File: config.mk
export PLATFORM = sky130hd
export DESIGN_NAME = clip_core
export DESIGN_NICKNAME = d
export VERILOG_FILES = /design/src/design/clip_pkg.sv /design/src/design/clip_core.sv /design/src/design/clip_text_ram.sv
export SDC_FILE = /design/constraint.sdc
export NUM_CORES = 1
export LEC_CHECK = 0
export BUFFER_PORTS_ARGS = -buffer_cell sky130_fd_sc_hd__buf_2
export CORE_MARGIN = 3
export CORE_UTILIZATION = 62
export CTS_CLUSTER_DIAMETER = 80
export DETAILED_ROUTE_END_ITERATION = 8
export GPL_TIMING_DRIVEN = 1
export HOLD_SLACK_MARGIN = 0.05
export PLACE_DENSITY_LB_ADDON = 0.08
export SLEW_MARGIN = 40
export SYNTH_ARGS = -nofsm -noshare
export SYNTH_HDL_FRONTEND = slang
export SYNTH_SLANG_ARGS = --single-unit
File: constraint.sdc
create_clock -name clk_in -period 3.3 [get_ports clk_in]
set_input_delay 0.495 -clock clk_in [delete_from_list [all_inputs] [get_ports clk_in]]
set_output_delay 0.495 -clock clk_in [all_outputs]
set_load 0.01 [all_outputs]
File: src/design/clip_pkg.sv
package clip_pkg;
  localparam int          DATA_W        = 8;
  localparam int          TB_DEPTH      = 80;
  localparam int          ADDR_W        = 7;
  localparam logic [6:0]  ADDR_RESET    = 7'h00;
  localparam logic [6:0]  ADDR_LAST     = 7'h4f;
  localparam logic [6:0]  SHIFT_RESET   = 7'h00;
  localparam logic [7:0]  CHAR_BLANK    = 8'h20;
  // instruction decode positions
  localparam int          FS_BIT        = 5;
  localparam int          FS_DL_BIT     = 4;
  localparam int          FS_M_BIT      = 2;
  localparam int          FS_H_BIT      = 0;
  localparam int          SH_BIT        = 4;
  localparam int          SH_SC_BIT     = 3;
  localparam int          SH_RL_BIT     = 2;
  localparam int          DC_BIT        = 3;
  localparam int          DC_D_BIT      = 2;
  localparam int          DC_C_BIT      = 1;
  localparam int          DC_B_BIT      = 0;
  localparam int          EM_BIT        = 2;
  localparam int          EM_ID_BIT     = 1;
  localparam int          EM_S_BIT      = 0;
  localparam int          RH_BIT        = 1;
  localparam int          IM_BIT        = 1;

  typedef struct packed {
    logic       sel_data;
    logic       dir_read;
    logic [7:0] data;
  } clip_access_t;

  typedef struct packed {
    logic       bus_8bit;
    logic       two_line;
    logic       ext_set;
    logic       panel_on;
    logic       cursor_on;
    logic       blink_on;
    logic       addr_inc;
    logic       shift_on_write;
    logic       pictogram_only;
  } clip_mode_t;

  localparam clip_mode_t MODE_RESET = '{1'b1, 1'b0, 1'b0, 1'b0, 1'b0, 1'b0,
                                        1'b1, 1'b0, 1'b0};
endpackage

File: src/design/clip_core.sv
// Functional notes
// - power-on defaults to 8-bit bus width
// - 4-bit mode assembles bytes, upper nibble first
// - code 30 sets 8-bit, one line
// - code 0e turns display and cursor on
// - code 06 increments address, no shift
// - code 07 shifts display left per write
// - data write stores byte, increments or decrements address per entry mode
// - text buffer targeted right after reset
// - code 10 moves cursor left only
// - code 1c shifts window and cursor right
// - code 14 moves cursor right only
// - code 02 restores shift and address zero
// - text buffer holds 80 characters
// - shifting never alters buffer contents
// - pictogram bit selects icon-only mode
// - panel-off blanks text, not icons, keeps content
// - sleep pin forces power-down
`timescale 1ns/100ps
`default_nettype none
module clip_core
  import clip_pkg::*;
(
  // clock and reset
  input  wire logic              clk_in,
  input  wire logic              rst_in,
  // parallel host bus (asynchronous pins)
  input  wire logic              strobe_in,
  input  wire logic              instruction_or_data_select_in,
  input  wire logic              dir_read_in,
  input  wire logic [7:0]        parallel_data_lines_in,
  input  wire logic              sleep_pin_in,
  // status
  output clip_pkg::clip_mode_t   mode_out,
  output logic [6:0]             cursor_addr_out,
  output logic [6:0]             view_offset_out,
  output logic                   display_active_out,
  output logic                   icon_mode_out,
  output logic                   power_down_out,
  output logic                   nibble_pending_out,
  // text buffer read-out for the row driver
  input  wire logic [6:0]        scan_addr_in,
  output logic [7:0]             scan_char_out
);
  import clip_pkg::*;

  typedef enum logic [2:0] {
    CLIP_IDLE = 3'b001,
    CLIP_EXEC = 3'b010,
    CLIP_HOLD = 3'b100
  } clip_state_t;

  // pin synchronisers
  logic [1:0] strobe_sync;
  logic [1:0] sel_sync;
  logic [1:0] dir_sync;
  logic [1:0] sleep_sync;
  logic [7:0] data_s1;
  logic [7:0] data_s2;
  logic       strobe_prev;

  always_ff @(posedge clk_in)
  begin
    strobe_sync <= {strobe_sync[0], strobe_in};
    sel_sync    <= {sel_sync[0], instruction_or_data_select_in};
    dir_sync    <= {dir_sync[0], dir_read_in};
    sleep_sync  <= {sleep_sync[0], sleep_pin_in};
    data_s1     <= parallel_data_lines_in;
    data_s2     <= data_s1;
  end

  wire logic strobe_fall = strobe_prev & ~strobe_sync[1];

  clip_state_t  state;
  clip_state_t  next_state;
  clip_mode_t   mode;
  clip_access_t acc;
  logic         nib_pending;
  logic [3:0]   nib_hi;
  logic [6:0]   addr;
  logic [6:0]   shift;
  logic         asleep;

  function automatic logic [6:0] wrap_step(input logic [6:0] v, input logic up);
    logic [6:0] r;
    r = v;
    if (up)
      r = (v >= ADDR_LAST) ? ADDR_RESET : 7'(v + 7'h01);
    else
      r = (v == ADDR_RESET) ? ADDR_LAST : 7'(v - 7'h01);
    return r;
  endfunction

  // write accepted on falling strobe, only when writing
  wire logic       wr_edge  = strobe_fall & ~dir_sync[1] & ~asleep;
  wire logic [7:0] full_byte = mode.bus_8bit ? data_s2 : {nib_hi, data_s2[7:4]};
  wire logic       byte_done = wr_edge & (mode.bus_8bit | nib_pending);

  // instruction decode, one-hot priority from top bit
  wire logic [7:0] ib       = acc.data;
  wire logic       is_instr = ~acc.sel_data;
  wire logic       is_func  = is_instr & (ib[7:6] == 2'b00) & ib[FS_BIT];
  wire logic       is_shift = is_instr & (ib[7:5] == 3'b000) & ib[SH_BIT] & ~mode.ext_set;
  wire logic       is_dctl  = is_instr & (ib[7:4] == 4'h0) & ib[DC_BIT] & ~mode.ext_set;
  wire logic       is_entry = is_instr & (ib[7:3] == 5'h00) & ib[EM_BIT] & ~mode.ext_set;
  wire logic       is_home  = is_instr & (ib[7:2] == 6'h00) & ib[RH_BIT] & ~mode.ext_set;
  wire logic       is_icon  = is_instr & (ib[7:4] == 4'h0) & ib[DC_BIT] & mode.ext_set;
  wire logic       is_setad = is_instr & ib[7];
  wire logic       is_write = acc.sel_data;

  wire logic       exec = (state == CLIP_EXEC);

  always_comb
  begin
    next_state = state;
    unique case (state)
      CLIP_IDLE: if (byte_done) next_state = CLIP_EXEC;
      CLIP_EXEC: next_state = CLIP_HOLD;
      CLIP_HOLD: if (!strobe_fall) next_state = CLIP_IDLE;
      default:   next_state = CLIP_IDLE;
    endcase
  end

  always_ff @(posedge clk_in)
  begin
    if (rst_in)
      strobe_prev <= 1'b0;
    else
      strobe_prev <= strobe_sync[1];
  end

  // fsm and access capture
  always_ff @(posedge clk_in)
  begin
    if (rst_in)
    begin
      state       <= CLIP_IDLE;
      acc         <= '0;
      nib_pending <= 1'b0;
      nib_hi      <= 4'h0;
    end
    else
    begin
      state <= next_state;
      // function set to 4-bit drops a stray half byte; a fresh nibble wins
      if (exec && is_func && !ib[FS_DL_BIT])
        nib_pending <= 1'b0;
      if (wr_edge && !mode.bus_8bit && !nib_pending)
      begin
        nib_hi      <= data_s2[7:4];
        nib_pending <= 1'b1;
      end
      else if (byte_done)
        nib_pending <= 1'b0;
      if (byte_done && state == CLIP_IDLE)
        acc <= '{sel_data: sel_sync[1], dir_read: 1'b0, data: full_byte};
    end
  end

  // mode register
  always_ff @(posedge clk_in)
  begin
    if (rst_in)
      mode <= MODE_RESET;
    else if (exec)
    begin
      if (is_func)
      begin
        mode.bus_8bit <= ib[FS_DL_BIT];
        mode.two_line <= ib[FS_M_BIT];
        mode.ext_set  <= ib[FS_H_BIT];
      end
      if (is_dctl)
      begin
        mode.panel_on  <= ib[DC_D_BIT];
        mode.cursor_on <= ib[DC_C_BIT];
        mode.blink_on  <= ib[DC_B_BIT];
      end
      if (is_entry)
      begin
        mode.addr_inc       <= ib[EM_ID_BIT];
        mode.shift_on_write <= ib[EM_S_BIT];
      end
      if (is_icon)
        mode.pictogram_only <= ib[IM_BIT];
    end
  end

  // address and view offset
  always_ff @(posedge clk_in)
  begin
    if (rst_in)
    begin
      addr  <= ADDR_RESET;
      shift <= SHIFT_RESET;
    end
    else if (exec)
    begin
      if (is_write)
      begin
        addr <= wrap_step(addr, mode.addr_inc);
        if (mode.shift_on_write)
          shift <= wrap_step(shift, mode.addr_inc);
      end
      else if (is_home)
      begin
        addr  <= ADDR_RESET;
        shift <= SHIFT_RESET;
      end
      else if (is_shift)
      begin
        // window shift: cursor rides along with the text, address unchanged
        if (ib[SH_SC_BIT])
          shift <= wrap_step(shift, ~ib[SH_RL_BIT]);
        else
          addr <= wrap_step(addr, ib[SH_RL_BIT]);
      end
      else if (is_setad)
        addr <= (ib[6:0] > ADDR_LAST) ? ADDR_RESET : ib[6:0];
    end
  end

  // power-down from the sleep pin, any mode
  always_ff @(posedge clk_in)
  begin
    if (rst_in)
      asleep <= 1'b0;
    else
      asleep <= sleep_sync[1];
  end

  wire logic tb_we = exec & is_write;

  // map of written positions: after reset every position reads blank
  logic [TB_DEPTH-1:0] filled;
  logic                scan_hit;
  logic [7:0]          ram_char;

  wire logic scan_in_range = (scan_addr_in <= ADDR_LAST);
  wire logic scan_written  = scan_in_range && filled[scan_addr_in];

  always_ff @(posedge clk_in)
  begin
    if (rst_in)
      filled <= '0;
    else if (tb_we)
      filled[addr] <= 1'b1;
  end

  // lines up with the registered read of the buffer
  always_ff @(posedge clk_in)
  begin
    scan_hit <= scan_written;
  end

  clip_text_ram u_ram (
    .clk_in      (clk_in),
    .wr_en_in    (tb_we),
    .wr_addr_in  (addr),
    .wr_data_in  (ib),
    .rd_addr_in  (scan_addr_in),
    .rd_data_out (ram_char)
  );

  // registered outputs
  always_ff @(posedge clk_in)
  begin
    if (rst_in)
    begin
      mode_out           <= MODE_RESET;
      cursor_addr_out    <= ADDR_RESET;
      view_offset_out    <= SHIFT_RESET;
      display_active_out <= 1'b0;
      icon_mode_out      <= 1'b0;
      power_down_out     <= 1'b0;
      nibble_pending_out <= 1'b0;
      scan_char_out      <= CHAR_BLANK;
    end
    else
    begin
      mode_out           <= mode;
      cursor_addr_out    <= addr;
      view_offset_out    <= shift;
      display_active_out <= mode.panel_on & ~mode.pictogram_only & ~asleep;
      icon_mode_out      <= mode.pictogram_only & ~asleep;
      power_down_out     <= asleep;
      nibble_pending_out <= nib_pending;
      scan_char_out      <= scan_hit ? ram_char : CHAR_BLANK;
    end
  end

  // checks
  write_advance_a: assert property (@(posedge clk_in) disable iff (rst_in)
    exec && is_write && mode.addr_inc && addr < ADDR_LAST |=> addr == $past(addr) + 7'h01)
    else $error("data write did not advance address");
  home_origin_a: assert property (@(posedge clk_in) disable iff (rst_in)
    exec && is_home |=> addr == ADDR_RESET && shift == SHIFT_RESET)
    else $error("home did not restore origin");
  cursor_only_a: assert property (@(posedge clk_in) disable iff (rst_in)
    exec && is_shift && !ib[SH_SC_BIT] |=> $stable(shift))
    else $error("cursor move changed view");
  view_shift_a: assert property (@(posedge clk_in) disable iff (rst_in)
    exec && is_shift && ib[SH_SC_BIT] && ib[SH_RL_BIT] |=> shift != $past(shift))
    else $error("display shift missing");
  no_shift_a: assert property (@(posedge clk_in) disable iff (rst_in)
    exec && is_write && !mode.shift_on_write |=> $stable(shift))
    else $error("view moved without shift mode");
  func_set_a: assert property (@(posedge clk_in) disable iff (rst_in)
    exec && is_instr && ib == 8'h30 |=> mode.bus_8bit && !mode.two_line)
    else $error("function set not applied");
  dctl_on_a: assert property (@(posedge clk_in) disable iff (rst_in)
    exec && is_instr && ib == 8'h0e && !mode.ext_set |=> mode.panel_on && mode.cursor_on)
    else $error("display control not applied");
  instr_no_store_a: assert property (@(posedge clk_in) disable iff (rst_in)
    exec && is_instr && !is_home && !is_shift && !is_setad |=> $stable(addr))
    else $error("instruction stored as data");
  sleep_out_a: assert property (@(posedge clk_in) disable iff (rst_in)
    sleep_sync[1] |=> ##1 power_down_out)
    else $error("sleep not reported");
  addr_range_a: assert property (@(posedge clk_in) disable iff (rst_in)
    addr <= ADDR_LAST)
    else $error("address beyond text buffer");
  view_hold_a: assert property (@(posedge clk_in) disable iff (rst_in)
    exec && is_shift && ib[SH_SC_BIT] |=> $stable(addr))
    else $error("display shift moved the address");
  panel_off_a: assert property (@(posedge clk_in) disable iff (rst_in)
    !mode.panel_on |=> !display_active_out)
    else $error("display active with panel off");
  sleep_block_a: assert property (@(posedge clk_in) disable iff (rst_in)
    asleep && state == CLIP_IDLE |=> state == CLIP_IDLE)
    else $error("access taken while asleep");
  nibble_order_a: assert property (@(posedge clk_in) disable iff (rst_in)
    wr_edge && !mode.bus_8bit && !nib_pending |=> nib_pending)
    else $error("upper nibble not held");

  write_seen_c: cover property (@(posedge clk_in) exec && is_write);
  nibble_seen_c: cover property (@(posedge clk_in) byte_done && !mode.bus_8bit);
  shift_seen_c: cover property (@(posedge clk_in) exec && is_write && mode.shift_on_write);
  home_seen_c: cover property (@(posedge clk_in) exec && is_home);
  icon_seen_c: cover property (@(posedge clk_in) exec && is_icon);
endmodule
`default_nettype wire

File: src/design/clip_text_ram.sv
`timescale 1ns/100ps
`default_nettype none
module clip_text_ram
  import clip_pkg::*;
(
  // clock
  input  wire logic              clk_in,
  // write port
  input  wire logic              wr_en_in,
  input  wire logic [6:0]        wr_addr_in,
  input  wire logic [7:0]        wr_data_in,
  // read port
  input  wire logic [6:0]        rd_addr_in,
  output logic [7:0]             rd_data_out
);
  logic [7:0] mem [0:TB_DEPTH-1];

  always_ff @(posedge clk_in)
  begin
    if (wr_en_in && wr_addr_in <= ADDR_LAST)
      mem[wr_addr_in] <= wr_data_in;
    rd_data_out <= (rd_addr_in <= ADDR_LAST) ? mem[rd_addr_in] : CHAR_BLANK;
  end
endmodule
`default_nettype wire

==> summary.txt <==
Power
  • PwrDens: 580 nW/um2
  • P_sw: 4270 uW
  • P_leak: 0.0126 uW
  • Flop pwr share: 52.5%
  • Sw Ratio: 20.0%
  • Cell Int Power: 17,100 uW
  • Clock share of power: 43.9%
  • VDD IR max: 0.554 mV
  • Comb power frac: 3.6%

Setup path
  • CP Data Required Time: 3.64 ns
  • Startpoint Class: flop
  • Crit path max fanout: 9
  • Critical path type: reg -> reg
  • Data arrival, critical path: 2.75 ns
  • R2r worst-path depth: 6
  • CP endpoint kind: flop

Clock network
  • CTS tree: yes
  • Clk buf depth: 3
  • Clk sinks: 830
  • Number of CTS-inserted buffers: 82
  • H-Tree Depth: 3
  • Clock Latency Late Sink: 0.63 ns
  • Root Buffer Master: clkbuf_16
  • Post-CTS Repair Setup Buffers: 0
  • Worst-path clk slew: 0.06 ns

STA
  • Slew headroom: 40.8%
  • Clock period minus worst slack: 2.41 ns
  • Final clock period utilization by the worst path: 73.0%
  • Final hold slack: 0.327 ns
  • Final hold vios: 0
  • Setup TNS: 0 ns
  • Setup Skew: 0.0205 ns
  • Setup violations, final: 0
  • Fmax: 0.415 GHz
  • Worst Tran Pin Value: 0.866 ns
  • PnR worst setup slack: 0.891 ns
  • RSZ-0062 raised after global routing: no
  • Slew Limit Fails: 0

Placement
  • Port Buffers: 55
  • RD Place Congestion: 0.877
  • Setup WS pre-CTS: 0.348 ns
  • DP HPWL: 45.0 mm

Die
  • Core ar.: 50,700 um2
  • Starting Density: 63.4%
  • Die width: 234 um
  • IO Pins: 56
  • FP Rows: 82
  • Die height: 234 um
  • Die Area: 54,600 um2

Finish
  • Commonest non-fill, non-tap cell in the layout: edfxtp_1
  • Share of cells above drive strength 1: 26.3%
  • Layout area overhead: 14.5%
  • Fin nets: 2,025
  • Commonest non-fill, non-tap cells in the layout: edfxtp_1, dfxtp_1, mux4_2
  • # diodes: 0

Min path
  • Hold crit path type: reg -> reg
  • WHS Path Cells: 0

GRT
  • Initial antenna violation count: 0
  • Largest net degree at the start of global routing: 97
  • Vias in the first global route: 17.6k
  • Total GRT Usage: 27.5%
  • Global route total overflow: 0
  • First-pass GRT wire length: 111 mm

Routing
  • Routed len/inst: 26.7 um
  • Vias per std cell: 6.45
  • DRT Pass-1 Iters: 7
  • Vias: 17.7k
  • Detail Route Antenna Nets: 0
  • Initial DRC Count: 1,879
  • # DRC: 0
  • Final WL: 73.2 mm

Synthesis
  • Synth top area share: 59.8%
  • Sequential share of the synthesized area: 71.6%
  • Syn_nets: 1,832
  • Mean Syn Cell Area: 17.8 um2
  • Fraction of registers with async set/reset: 0%
  • Netlist cell types: 68
  • YS warnings: 0
  • Synth area leader: edfxtp_1
  • Cell area after synthesis: 32,100 um2
  • Synth area leaders: edfxtp_1, mux4_2, dfxtp_1
  • Register bit count reported by yosys: 830
  • Post-synth EDFFs: 640
  • Mapped Cells: 1,806
  • Post-synth top flop: edfxtp_1

Run
  • MaxCap Viol Count: 0

Run status
  • Status: complete, no violations
cell usage after synthesis, drive strengths merged, types with 5 or more instances:
library cell and instances:
a2111oi 9, a211oi 22, a21oi 32, a221oi 7
a22o 7, a22oi 9, a31oi 15, and2 13
buf 50, clkbuf 50, dfxtp 190, edfxtp 640
ha 5, inv 16, mux2 10, mux2i 54
mux4 188, nand2 62, nand2b 8, nand3 17
nor2 140, nor2b 38, nor3 13, nor4 7
o211ai 5, o21a 80, o21ai 37, o221ai 7
o22ai 8, o31a 5, o31ai 5, or2 6
or3 7
layout make-up:
| class | instances | area, um2 |
|---|---|---|
| tap | 672 | 841 |
| inverter | 16 | 61.3 |
| timing repair buffer | 210 | 1620 |
| sequential | 830 | 23000 |
| clock buffer | 113 | 2360 |
| multi-input combinational | 859 | 8510 |
| fill | 3161 | 13900 |
| clock inverter | 38 | 365 |
stage by stage:
step	instances	power, uW	util (%)	area (um2)
after floorplan	1806	11900	-	32100
after global placement	2575	12200	66.9	33900
after detailed placement	2575	12200	66.9	33900
after CTS	2738	21400	72.6	36800
after global routing	2738	21900	72.6	36800
final	2738	21300	72.6	36800
what timing repair did:
item | in CTS | in global routing
hold buffers | 12 | 0
resized for setup | 0 | 0
hold endpoints to repair | 12 | 0
power by group through the flow:
stage               clock [uW]  combinational [uW]  sequential (uW)
global route              9860                 825            11200
global placement             0                 755            11400
CTS                       9460                 780            11200
floorplan                    0                 506            11400
detailed placement           0                 766            11400
finish                    9350                 776            11200
critical path, stage by stage, from the launching register on:
cell and delay, ns:
dfxtp_1 0.51, inv_1 0.19, nor2_1 0.27, nand2_1 0.28, buf_4 0.28, nor2_1 0.36
buf_4 0.24
cell families (layout without fill, tap and decap cells):
group / Yosys count / after routing / synth area share, %
xor gates and xnor gates: 7 / 7 / 0.191
muxes: 252 / 252 / 15.3
adders and majority gates: 5 / 5 / 0.195
AOI/OAI and AO/OA: 262 / 262 / 5.77
DFF: 830 / 830 / 71.6
and+or+nand+nor: 333 / 333 / 4.96
buffers and inverters: 117 / 377 / 1.94
path summary, 6_finish.rpt:
check | slack, ns | startpoint | endpoint
worst min register to register | 0.33 | dir_sync[0]$_DFF_P_ | dir_sync[1]$_DFF_P_
worst max-delay path | 0.89 | addr[0]$_SDFFE_PP0P_ | u_ram.mem[43][5]$_DFFE_PP_
worst max register to register | 0.89 | addr[0]$_SDFFE_PP0P_ | u_ram.mem[43][5]$_DFFE_PP_
worst min-delay path | 0.33 | dir_sync[0]$_DFF_P_ | dir_sync[1]$_DFF_P_
per-layer routing:
| metal | up-vias | GRT usage, % | part of all wire [%] |
|---|---|---|---|
| met5 | - | 0 | 0 |
| met4 | 0 | 7.31 | 2.4 |
| met3 | 118 | 4.96 | 7.0 |
| met2 | 750 | 43.3 | 49 |
| met1 | 9181 | 40.6 | 42 |
| li1 | 7602 | - | - |
registers in the layout, indices dropped and copies added, names as in the netlist, 2 cells and up:
name and count:
u_ram.mem 640, filled 80, mode 9, mode_out 9, data_s1 8, data_s2 8
ib 8, scan_char_out 8, u_ram.rd_data_out 8, addr 7, cursor_addr_out 7, shift 7
view_offset_out 7, nib_hi 4, state 3, dir_sync 2, sel_sync 2, sleep_sync 2
strobe_sync 2
Note: power is estimated with default switching activity, not from simulation.
